==> src/core/ncm_map.svh <==
`ifndef NCM_MAP_SVH
`define NCM_MAP_SVH
// register indices; byte address is four times the index
`define NCM_IDX_CD_GAIN_A    6'h0E
`define NCM_IDX_CD_GAIN_B    6'h0F
`define NCM_IDX_CD_QMC_PHASE 6'h11
`define NCM_IDX_AB_OFFSET    6'h12
`define NCM_IDX_CD_OFFSET    6'h13
`define NCM_IDX_AB_INC_LO    6'h14
`define NCM_IDX_AB_INC_HI    6'h15
`define NCM_IDX_CD_INC_LO    6'h16
`define NCM_IDX_CD_INC_HI    6'h17
`define NCM_IDX_CORR_SYNC_EN 6'h1E
`define NCM_IDX_MIX_SYNC_EN  6'h1F
`define NCM_RST_CD_GAIN      16'h0400
`define NCM_RST_ZERO         16'h0000
`define NCM_GAIN_MSB         10
`define NCM_DELAY_MSB        13
`define NCM_DELAY_LSB        12
`define NCM_PHASE_MSB        11
`define NCM_SYNC_EN_BIT      0
`define NCM_GAIN_FRAC        10
`define NCM_PHASE_FRAC       12
`define NCM_FIFO_DEPTH       8
`define NCM_FIFO_WIDTH       32
`endif

==> src/core/ncm_pkg.sv <==
`include "ncm_map.svh"
package ncm_pkg;
	typedef struct packed {
		logic [15:0] c;
		logic [15:0] d;
	} ncm_pair_s;

	typedef struct packed {
		logic [15:0] cd_gain_delay_reg_a;
		logic [15:0] cd_gain_delay_reg_b;
		logic [15:0] cd_qmc_phase;
		logic [15:0] ab_nco_phase_offset;
		logic [15:0] cd_nco_phase_offset;
		logic [15:0] ab_nco_increment_low;
		logic [15:0] ab_nco_increment_high;
		logic [15:0] cd_nco_increment_low;
		logic [15:0] cd_nco_increment_high;
		logic [15:0] correction_autosync_enable_reg;
		logic [15:0] mixer_autosync_enable_reg;
	} ncm_regs_s;

	typedef struct packed {
		logic [10:0] gain_c;
		logic [10:0] gain_d;
		logic [1:0]  delay_cd;
		logic [11:0] cd_pair_phase_correction;
	} ncm_qmc_s;

	typedef struct packed {
		logic [15:0] lookup_phase_offset;
		logic [31:0] frequency_increment;
	} ncm_nco_s;

	typedef struct packed {
		ncm_regs_s   regs;
		ncm_qmc_s    qmc;
		ncm_nco_s    ab_nco;
		ncm_nco_s    cd_nco;
		logic [31:0] ab_acc;
		logic [31:0] cd_acc;
		logic [15:0] ab_addr;
		logic [15:0] cd_addr;
		ncm_pair_s   out_pair;
		logic        out_valid;
		logic [31:0] prdata;
	} ncm_state_s;
endpackage

==> src/core/ncm_mixer_qmc.sv <==
`timescale 1ns/1ns
`default_nettype none
//
// Overview of operation
// - cd phase word is 12-bit two's complement, -0.5 to 0.49975, reset zero
// - cd correction adds phase word times d sample into c sample
// - cd phase write with sync enabled loads cd gain, delay, phase together
// - with sync enabled, writes to cd gain/delay registers alone leave active correction unchanged
// - lookup address is phase offset plus upper 16 accumulator bits, per pair
// - ab offset write with sync enabled loads ab offset and ab increment
// - with sync enabled, ab increment writes leave running mixer unchanged until the sync
// - cd offset write with sync enabled loads cd offset and cd increment
// - with sync enabled, cd increment writes leave running mixer unchanged until the sync
// - ab increment is signed 32-bit, low half at index 0x14
// - increment lsb is fs over two to the 32nd, high half next register
//
`include "ncm_map.svh"

module ncm_fifo #(
	parameter int W = 32,
	parameter int D = 8
) (
	input  wire logic         pclk,
	input  wire logic         presetn,
	input  wire logic         in_valid,
	output logic              in_ready,
	input  wire logic [W-1:0] in_data,
	output logic              out_valid,
	input  wire logic         out_ready,
	output logic [W-1:0]      out_data
);
	localparam int AW = $clog2(D);

	typedef struct packed {
		logic [D-1:0][W-1:0] mem;
		logic [AW:0]         wp;
		logic [AW:0]         rp;
	} ncm_fifo_st_s;

	ncm_fifo_st_s s_q;
	ncm_fifo_st_s s_d;
	logic         full;
	logic         empty;

	assign empty = (s_q.wp == s_q.rp);
	assign full = (s_q.wp[AW-1:0] == s_q.rp[AW-1:0]) && (s_q.wp[AW] != s_q.rp[AW]);
	assign in_ready = !full;
	assign out_valid = !empty;
	assign out_data = s_q.mem[s_q.rp[AW-1:0]];

	always_comb
	begin
		s_d = s_q;
		if (in_valid && !full)
		begin
			s_d.mem[s_q.wp[AW-1:0]] = in_data;
			s_d.wp = s_q.wp + 1'b1;
		end
		if (out_ready && !empty)
			s_d.rp = s_q.rp + 1'b1;
	end

	always_ff @(posedge pclk or negedge presetn)
	begin
		if (!presetn)
			s_q <= '0;
		else
			s_q <= s_d;
	end
endmodule // ncm_fifo

module ncm_mixer_qmc (
	input  wire logic             pclk,
	input  wire logic             presetn,
	input  wire logic [11:0]      paddr,
	input  wire logic             psel,
	input  wire logic             penable,
	input  wire logic             pwrite,
	input  wire logic [31:0]      pwdata,
	input  wire logic [3:0]       pstrb,
	output logic [31:0]           prdata,
	output logic                  pready,
	output logic                  pslverr,
	input  wire logic             in_valid,
	output logic                  in_ready,
	input  wire ncm_pkg::ncm_pair_s in_pair,
	output logic                  out_valid,
	input  wire logic             out_ready,
	output ncm_pkg::ncm_pair_s    out_pair,
	output logic [15:0]           ab_lut_addr,
	output logic [15:0]           cd_lut_addr,
	output logic [1:0]            cd_out_delay
);
	ncm_pkg::ncm_state_s s_q;
	ncm_pkg::ncm_state_s s_d;
	logic               f_valid;
	logic               f_ready;
	logic [31:0]        f_data;
	ncm_pkg::ncm_pair_s f_pair;
	logic               mapped;
	logic               wr;
	logic [5:0]         idx;
	logic [31:0]        nco_acc [2];
	logic [31:0]        nco_inc [2];
	logic [15:0]        nco_off [2];
	logic [31:0]        nco_acc_nxt [2];
	logic [15:0]        nco_addr_nxt [2];

	function automatic logic map_ok(input logic [11:0] a);
		logic [5:0] i;
		i = a[7:2];
		map_ok = (a[1:0] == 2'h0) && (a[11:8] == 4'h0) &&
			((i == `NCM_IDX_CD_GAIN_A) || (i == `NCM_IDX_CD_GAIN_B) ||
			((i >= `NCM_IDX_CD_QMC_PHASE) && (i <= `NCM_IDX_CD_INC_HI)) ||
			(i == `NCM_IDX_CORR_SYNC_EN) || (i == `NCM_IDX_MIX_SYNC_EN));
	endfunction

	function automatic logic [15:0] merge(input logic [15:0] old, input logic [31:0] wd, input logic [3:0] st);
		merge = {st[1] ? wd[15:8] : old[15:8], st[0] ? wd[7:0] : old[7:0]};
	endfunction

	function automatic logic [15:0] sat16(input logic signed [31:0] v);
		if (v > 32'sh00007FFF)
			sat16 = 16'h7FFF;
		else if (v < -32'sh00008000)
			sat16 = 16'h8000;
		else
			sat16 = v[15:0];
	endfunction

	// staged register as seen on the bus, zero for holes
	function automatic logic [15:0] reg_value(input ncm_pkg::ncm_regs_s rg, input logic [5:0] i);
		case (i)
			`NCM_IDX_CD_GAIN_A:    reg_value = rg.cd_gain_delay_reg_a;
			`NCM_IDX_CD_GAIN_B:    reg_value = rg.cd_gain_delay_reg_b;
			`NCM_IDX_CD_QMC_PHASE: reg_value = rg.cd_qmc_phase;
			`NCM_IDX_AB_OFFSET:    reg_value = rg.ab_nco_phase_offset;
			`NCM_IDX_CD_OFFSET:    reg_value = rg.cd_nco_phase_offset;
			`NCM_IDX_AB_INC_LO:    reg_value = rg.ab_nco_increment_low;
			`NCM_IDX_AB_INC_HI:    reg_value = rg.ab_nco_increment_high;
			`NCM_IDX_CD_INC_LO:    reg_value = rg.cd_nco_increment_low;
			`NCM_IDX_CD_INC_HI:    reg_value = rg.cd_nco_increment_high;
			`NCM_IDX_CORR_SYNC_EN: reg_value = rg.correction_autosync_enable_reg;
			`NCM_IDX_MIX_SYNC_EN:  reg_value = rg.mixer_autosync_enable_reg;
			default:               reg_value = 16'h0000;
		endcase
	endfunction

	ncm_fifo #(
		.W (`NCM_FIFO_WIDTH),
		.D (`NCM_FIFO_DEPTH)
	) u_fifo (
		.pclk      (pclk),
		.presetn   (presetn),
		.in_valid  (in_valid),
		.in_ready  (in_ready),
		.in_data   (in_pair),
		.out_valid (f_valid),
		.out_ready (f_ready),
		.out_data  (f_data)
	);

	assign f_pair = f_data;
	assign f_ready = !s_q.out_valid || out_ready;
	assign mapped = map_ok(paddr);
	assign idx = paddr[7:2];
	assign wr = psel && penable && pwrite && mapped;
	assign pready = 1'b1;
	assign pslverr = psel && penable && !mapped;
	assign prdata = s_q.prdata;
	assign out_valid = s_q.out_valid;
	assign out_pair = s_q.out_pair;
	assign ab_lut_addr = s_q.ab_addr;
	assign cd_lut_addr = s_q.cd_addr;
	assign cd_out_delay = s_q.qmc.delay_cd;
	assign nco_acc = '{s_q.ab_acc, s_q.cd_acc};
	assign nco_inc = '{s_q.ab_nco.frequency_increment, s_q.cd_nco.frequency_increment};
	assign nco_off = '{s_q.ab_nco.lookup_phase_offset, s_q.cd_nco.lookup_phase_offset};

	// index 0 is the ab pair, 1 the cd pair; sums wrap at their width
	for (genvar g = 0; g < 2; g++)
	begin : g_nco
		assign nco_acc_nxt[g] = nco_acc[g] + nco_inc[g];
		assign nco_addr_nxt[g] = nco_acc[g][31:16] + nco_off[g];
	end

	always_comb
	begin
		logic               corr_sync;
		logic               ab_sync;
		logic               cd_sync;
		logic signed [31:0] cg;
		logic signed [31:0] dg;
		logic signed [31:0] pc;
		logic [15:0]        dsat;
		ncm_pkg::ncm_regs_s r;
		s_d = s_q;
		corr_sync = 1'b0;
		ab_sync = 1'b0;
		cd_sync = 1'b0;
		cg = '0;
		dg = '0;
		pc = '0;
		dsat = '0;
		r = s_q.regs;
		if (wr)
		begin
			case (idx)
				`NCM_IDX_CD_GAIN_A:
					r.cd_gain_delay_reg_a = merge(r.cd_gain_delay_reg_a, pwdata, pstrb);
				`NCM_IDX_CD_GAIN_B:
					r.cd_gain_delay_reg_b = merge(r.cd_gain_delay_reg_b, pwdata, pstrb);
				`NCM_IDX_CD_QMC_PHASE:
				begin
					r.cd_qmc_phase = merge(r.cd_qmc_phase, pwdata, pstrb) & 16'h0FFF;
					corr_sync = 1'b1;
				end
				`NCM_IDX_AB_OFFSET:
				begin
					r.ab_nco_phase_offset = merge(r.ab_nco_phase_offset, pwdata, pstrb);
					ab_sync = 1'b1;
				end
				`NCM_IDX_CD_OFFSET:
				begin
					r.cd_nco_phase_offset = merge(r.cd_nco_phase_offset, pwdata, pstrb);
					cd_sync = 1'b1;
				end
				`NCM_IDX_AB_INC_LO:
					r.ab_nco_increment_low = merge(r.ab_nco_increment_low, pwdata, pstrb);
				`NCM_IDX_AB_INC_HI:
					r.ab_nco_increment_high = merge(r.ab_nco_increment_high, pwdata, pstrb);
				`NCM_IDX_CD_INC_LO:
					r.cd_nco_increment_low = merge(r.cd_nco_increment_low, pwdata, pstrb);
				`NCM_IDX_CD_INC_HI:
					r.cd_nco_increment_high = merge(r.cd_nco_increment_high, pwdata, pstrb);
				`NCM_IDX_CORR_SYNC_EN:
					r.correction_autosync_enable_reg = merge(r.correction_autosync_enable_reg, pwdata, pstrb) & 16'h0001;
				`NCM_IDX_MIX_SYNC_EN:
					r.mixer_autosync_enable_reg = merge(r.mixer_autosync_enable_reg, pwdata, pstrb) & 16'h0001;
				default:
					r = s_q.regs;
			endcase
		end
		s_d.regs = r;
		// sync disabled: working copy tracks staged values directly
		if (!r.correction_autosync_enable_reg[`NCM_SYNC_EN_BIT])
			corr_sync = 1'b1;
		if (!r.mixer_autosync_enable_reg[`NCM_SYNC_EN_BIT])
		begin
			ab_sync = 1'b1;
			cd_sync = 1'b1;
		end
		if (corr_sync)
		begin
			s_d.qmc.gain_c = r.cd_gain_delay_reg_a[`NCM_GAIN_MSB:0];
			s_d.qmc.gain_d = r.cd_gain_delay_reg_b[`NCM_GAIN_MSB:0];
			s_d.qmc.delay_cd = r.cd_gain_delay_reg_b[`NCM_DELAY_MSB:`NCM_DELAY_LSB];
			s_d.qmc.cd_pair_phase_correction = r.cd_qmc_phase[`NCM_PHASE_MSB:0];
		end
		if (ab_sync)
		begin
			s_d.ab_nco.lookup_phase_offset = r.ab_nco_phase_offset;
			s_d.ab_nco.frequency_increment = {r.ab_nco_increment_high, r.ab_nco_increment_low};
		end
		if (cd_sync)
		begin
			s_d.cd_nco.lookup_phase_offset = r.cd_nco_phase_offset;
			s_d.cd_nco.frequency_increment = {r.cd_nco_increment_high, r.cd_nco_increment_low};
		end
		s_d.ab_acc = nco_acc_nxt[0];
		s_d.cd_acc = nco_acc_nxt[1];
		s_d.ab_addr = nco_addr_nxt[0];
		s_d.cd_addr = nco_addr_nxt[1];
		if (f_ready)
			s_d.out_valid = f_valid;
		if (f_ready && f_valid)
		begin
			cg = ($signed(f_pair.c) * $signed({1'b0, s_q.qmc.gain_c})) >>> `NCM_GAIN_FRAC;
			dg = ($signed(f_pair.d) * $signed({1'b0, s_q.qmc.gain_d})) >>> `NCM_GAIN_FRAC;
			dsat = sat16(dg);
			// phase word / 4096 spans -0.5 .. 0.49975
			pc = ($signed(dsat) * $signed(s_q.qmc.cd_pair_phase_correction)) >>> `NCM_PHASE_FRAC;
			s_d.out_pair.c = sat16(cg + pc);
			s_d.out_pair.d = dsat;
		end
		if (psel && !penable)
		begin
			s_d.prdata = {16'h0000, reg_value(s_q.regs, idx)};
			if (!mapped)
				s_d.prdata = 32'h00000000;
		end
	end

	always_ff @(posedge pclk or negedge presetn)
	begin
		if (!presetn)
		begin
			s_q <= '0;
			s_q.regs.cd_gain_delay_reg_a <= `NCM_RST_CD_GAIN;
			s_q.regs.cd_gain_delay_reg_b <= `NCM_RST_CD_GAIN;
			s_q.regs.cd_qmc_phase <= `NCM_RST_ZERO;
			s_q.qmc.gain_c <= 11'(`NCM_RST_CD_GAIN);
			s_q.qmc.gain_d <= 11'(`NCM_RST_CD_GAIN);
		end
		else
			s_q <= s_d;
	end
endmodule // ncm_mixer_qmc
`default_nettype wire

==> config.mk <==
export PLATFORM = sky130hd
export DESIGN_NAME = ncm_mixer_qmc
export DESIGN_NICKNAME = d
export VERILOG_FILES = /design/src/core/ncm_pkg.sv /design/src/core/ncm_mixer_qmc.sv
export VERILOG_INCLUDE_DIRS = /design/src /design/src/core
export SDC_FILE = /design/constraint.sdc
export NUM_CORES = 2
export LEC_CHECK = 0
export BUFFER_PORTS_ARGS = -buffer_cell sky130_fd_sc_hd__buf_4
export CORE_ASPECT_RATIO = 0.8
export CORE_MARGIN = 2
export CORE_UTILIZATION = 30
export DETAILED_ROUTE_END_ITERATION = 10
export PLACE_DENSITY_LB_ADDON = 0.3
export SLEW_MARGIN = 20
export SYNTH_ARGS = -nofsm -noshare
export SYNTH_HDL_FRONTEND = slang
export SYNTH_SLANG_ARGS = --single-unit
==> constraint.sdc <==
create_clock -name pclk -period 18.4 [get_ports pclk]
set_input_delay 0.92 -clock pclk [delete_from_list [all_inputs] [get_ports pclk]]
set_output_delay 0.92 -clock pclk [all_outputs]
set_load 0.05 [all_outputs]
==> After elaboration in Yosys (flattened, before gate mapping) <==
Cells that the tools add are included.
{ "totals": {"reg_bits": 699, "in_bits": 87, "output_inout_bits": 102, "elab_cells": 151} }
{ "op_classes": {"addsub": 7, "mul": 3, "order_cmp": 9, "n_eq_ne": 14, "n_mux": 53, "n_reduce_logical": 26} }
{ "op_table": {"columns": ["op", "n"], "rows": [
  ["$bwmux 256", 1],
  ["$mux 16", 13],
  ["$pmux 16 s11", 1],
  ["$mux 171", 1],
  ["$mux 8", 16],
  ["$bmux 32 s3", 1],
  ["$demux 32 s3", 1],
  ["$mul 16x12->28", 3],
  ["$add 32x32->32", 2],
  ["$mux 32", 2],
  ["$eq 6x5->1 const B", 9],
  ["$add 16x16->16", 2],
  ["$add 18x16->19", 1],
  ["$gt 19x16->1 const B", 1],
  ["$lt 19x16->1 const B", 1],
  ["$gt 18x16->1 const B", 1],
  ["$lt 18x16->1 const B", 1],
  ["$mux 1", 13],
  ["$eq 6x4->1 const B", 2],
  ["$logic_and 1x1->1", 12],
  ["$mux 12", 1],
  ["$mux 11", 1],
  ["$add 4x1->4 const B", 2],
  ["$lt 3x4->1 const B", 2],
  ["13 further kinds", 22]
]} }

==> Depth between registers and ports, before layout <==
{ "depth": {"depth_word": 12, "ltp_mapped": 62, "depth_no_buf": 55} }

==> Hierarchy <==
From an unflattened synthesis, not the netlist that was laid out.
{ "hier_totals": {"cells_unflattened": 4729, "hier_area_um2": 52713.1} }
{ "by_module_without_submodules": {"columns": ["mod", "instances", "cells_each", "area_per_inst_um2", "seq_area_each_um2"], "rows": [
  ["ncm_mixer_qmc", 1, 4024, 40472.6, 10490.1],
  ["ncm_fifo", 1, 705, 12240.5, 6606.3]
]} }

==> Worst setup path before layout <==
No wires, ideal clock.
{ "synth_timing": {"path_type": "reg-to-reg", "startpoint": "register u_fifo.s_q[0] in the netlist's numbering", "endpoint": "register s_q (netlist bit out_pair[20])", "setup_time_ns": 0.137, "arrival_ns": 14.106, "t_required_ns": 18.263, "slack_ns": 4.157, "stages_incl_launch_ff": 56, "n_path_buf": 9, "period_less_slack_ns": 14.243, "cell_sequence": "dfrtp_1 > buf_4 > buf_4 > buf_1 > buf_1 > mux4_2 > mux2_2 > clkbuf_1 > and2_1 > fa_1 > fa_1 > fa_1 > fa_1 > inv_1 > fa_1 > inv_1 > ha_1 > a21o_1 > [... 20 more ...] > a2111oi_0 > o21ai_0 > a22o_1 > nand2_1 > nand2_1 > xnor2_1 > ha_1 > or2_2 > a21o_1 > o41ai_1 > o22ai_1 > a221oi_1 > a21oi_1 > a31oi_1 > a31o_2 > and2_1 > clkbuf_1 > a21oi_1"} }
{ "synth_via": {"elab_chain_len": 12, "elab_cells_between_ends": 18, "cone_classes": "1 x add/sub; 3 x mul; 4 x order compare; 1 x eq/ne; 7 x mux; 2 x reduce/logical"} }
{ "synth_rtl": {"columns": ["item", "line_no", "text"], "rows": [
  ["from (decl)", "ncm_mixer_qmc.sv:40", "ncm_fifo_st_s s_q;"],
  ["from (signal assigned)", "ncm_mixer_qmc.sv:66", "s_q <= '0;"],
  ["from (signal assigned)", "ncm_mixer_qmc.sv:68", "s_q <= s_d;"],
  ["$bmux 32 s3", "ncm_mixer_qmc.sv:49", "assign out_data = s_q.mem[s_q.rp[AW-1:0]];"],
  ["$mux 32 (not written as such)", "ncm_mixer_qmc.sv:49", null],
  ["$mul 16x12->28", "ncm_mixer_qmc.sv:279", "dg = ($signed(f_pair.d) * $signed({1'b0, s_q.qmc.gain_d})) >>> `NCM_GAIN_FRAC;"],
  ["$lt 18x16->1", "ncm_mixer_qmc.sv:125", "else if (v < -32'sh00008000)"],
  ["$mux 16", "ncm_mixer_qmc.sv:125", null],
  ["$mux 16", "ncm_mixer_qmc.sv:123", "if (v > 32'sh00007FFF)"],
  ["$mux 16", "ncm_mixer_qmc.sv:276", "if (f_ready && f_valid)"],
  ["$mul 16x12->28", "ncm_mixer_qmc.sv:282", "pc = ($signed(dsat) * $signed(s_q.qmc.cd_pair_phase_correction)) >>> `NCM_PHASE_FRAC;"],
  ["$add 18x16->19", "ncm_mixer_qmc.sv:283", "s_d.out_pair.c = sat16(cg + pc);"],
  ["$lt 19x16->1", "ncm_mixer_qmc.sv:125", null],
  ["$mux 16", "ncm_mixer_qmc.sv:125", null],
  ["$mux 16", "ncm_mixer_qmc.sv:123", null],
  ["to (decl)", "ncm_mixer_qmc.sv:94", "ncm_pkg::ncm_state_s s_q;"]
]} }
Several ways; a longest one is shown, not always the timed one. The select of a mux whose other input is x is not followed.
A chain may end at the register's enable or synchronous reset.

==> Worst setup path after layout <==
{ "layout_timing": {"startpoint": "register u_fifo.s_q[0] in the netlist's numbering", "endpoint": "register s_q (netlist bit out_pair[19])"} }
Same word-level chain as after synthesis.

==> run metrics <==
post-synthesis register bit count 683; clock latency on the worst-skew pair 700 ps; Fillers 17400; vias per cell 4.79; Die H 378 um; Area growth syn-to-layout 10.7%; kind of critical path reg2reg; Placer Congestion 0.824; hold-fix buffers at CTS 0; worst r2r src u_fifo.s_q[0]; FP Rows 137; core outline area 0.174 mm^2; setup tns final 0 ps; Tmin final 16200 ps; mean routed wirelength per cell 18.7 um; f_max 61.7 MHz; data required time of the worst path 18940 ps; Tcrit/Tclk final 88.1%; Syn Std Cell Area 0.0524 mm^2; Post-Route WL 133 mm; Post-synth EDFFs 0; fin cells 7091; post-synth top area share 32.4%; final core utilization 33.4%; Worst-path clk slew 60 ps; RSZ-0062 raised after global routing no; Worst setup SP type register; Starting DRT DRC Count 2227; CTS root buf clkbuf_16; peak supply drop 69.8 uV; layout cells sized above 1 20.9%; commonest cells in the netlist dfrtp_1, inv_1, mux2_2, fa_1, nand2_1; MaxCap Viol Count 0; first-pass GRT wire length 212 mm; Post-CTS Setup Bufs 0; Ys Warns 0; DRC 0; Detail Route Antenna Nets 0; CTS resizes 0; Critical-path top delay cell dfrtp_4; synth top area cells dfrtp_1, fa_1, mux2_2; Starting Density 30.1%; largest net degree at the start of global routing 164; CP endpoint kind register; vias in the first global route 36000; Max clock buf depth 3; Post-Synthesis Cells 4739; io pins 189; CTS tree yes; ys async rst share 100%; 1st-pass router iterations 6; Hold Vio Cnt, Final 0; CTS sink cnt 683; Seq/Total Area, Yosys 32.6%; hold crit path type in2async; Worst path max stage delay 970 ps; via count 34000; RR Endpoint out_pair[19]; Port-buffer cells 153; design area 0.0580 mm^2; post-synth top area cell dfrtp_1; count leader, synth dfrtp_1; Yosys cell types 82; Nets 5601; pwr/cell area 88.1 mW/mm^2; initial antenna violation count 13; Slew headroom 24.1%; final setup vio count 0; Worst R2R Setup Slack 2200 ps; CTS buffer count 77; worst reg-to-reg path cell count 50; clk_skew 33.9 ps; top_reg_cell synth dfrtp_1; DP Area 0.0554 mm^2; status finished clean; LEAKAGE 28.3 nW; Critical Path Most Common Cell fa_1; dpl hpwl 100 mm; Slew Limit Fails 0; crit-path max FO 42; WP data arrival 16740 ps; Die Area 0.178 mm^2; Die Span X 471 um; Slew @ Worst Pin 1140 ps; mean post-synth cell area 11.1 um^2; Cells after DPL 6943; Remaining Overflow, GRT 0; Total GRT Usage 15.2%; htree depth 3
[state kept, by name, indices dropped and copies added, names as in the netlist]
| signal | flops |
|---|---|
| out_pair | 32 |
| s_q | 176 |
| out_valid | 1 |
| nco_inc | 64 |
| cd_lut_addr | 16 |
| ab_lut_addr | 16 |
| cd_out_delay | 2 |
| nco_acc | 64 |
| prdata | 16 |
| u_fifo.s_q | 264 |
| nco_off | 32 |
[per-stage QoR]
step	total power, mW	hold WS, ps	worst slack (ps)
6_report	5.11	170	2200
5_1_grt	5.37	189	777
4_1_cts	5.19	155	1990
3_5_place_dp	3.55	467	2050
3_3_place_gp	3.51	463	2210
2_1_floorplan	3.04	451	4160
[critical path: cells and delay by family (launching register included)]
family          cells  cell delay [ps]
simple gates        8             1840
flops               1              970
fa+ha+maj          13             5830
buf+inv             8              570
mux                 2             1010
compound gates     19             5800
[layout make-up]
cell class / instances / area, um^2 / area share (%)
Antenna cell: 6 / 15.0 / 0.0259
Clock buffer: 118 / 2300 / 3.97
Clock inverter: 24 / 330 / 0.569
Inverter: 665 / 2500 / 4.30
Multi-Input combinational cell: 3102 / 31400 / 54.1
Sequential cell: 683 / 17100 / 29.5
Tap cell: 2293 / 2870 / 4.94
Timing Repair Buffer: 200 / 1530 / 2.63
[report_power, final]
part	switching [mW]	leakage (nW)	internal (mW)	total (mW)
registers	0.205	8.97	1.81	2.02
clock network	0.670	1.28	0.940	1.61
logic	0.836	18.0	0.645	1.48
[cells by family after synthesis]
| group | after synthesis | synth area share (%) |
|---|---|---|
| XOR/XNOR | 171 | 2.86 |
| other | 2 | 0.0143 |
| adder cells (fa/ha/maj) | 785 | 25.9 |
| multiplexers | 642 | 15.1 |
| AO/OA/AOI/OAI | 608 | 7.75 |
| flip-flops | 683 | 32.6 |
| AND/OR/NAND/NOR | 879 | 8.04 |
| buffers and inverters | 969 | 7.77 |
[how the worst max path moves through the flow]
stage,startpoint,slack [ps],to
CTS,u_fifo.s_q[0],1990,out_pair[19]
detailed placement,u_fifo.s_q[0],2050,out_pair[19]
finish,u_fifo.s_q[0],2200,out_pair[19]
global placement,u_fifo.s_q[0],2210,out_pair[19]
floorplan,u_fifo.s_q[0],4160,out_pair[20]
global route,u_fifo.s_q[0],780,out_pair[19]
[layer usage]
metal	up-vias	track usage [%]	part of all wire, %
met4	12	3.81	2.1
met2	685	24.6	46
met1	17500	20.7	46
li1	15600	-	-
met3	149	3.43	6.0
met5	-	0	0.050
[cells in the final DEF, fill, tap and decap left out, drive strengths merged, types with 27 or more instances in the layout]
cell type and n:
and2 142, o21a 48, mux4 61, o21ai 154
ha 284, nor3 51, nand2b 44, buf 200
a21oi 140, inv 671, nor2 112, a21o 56
dfrtp 679, mux2 568, xnor2 126, xor2 45
nand3 53, and3 27, clkbuf 118, nor2b 31
fa 501, nand2 366
(Power assumes the default switching activity.)
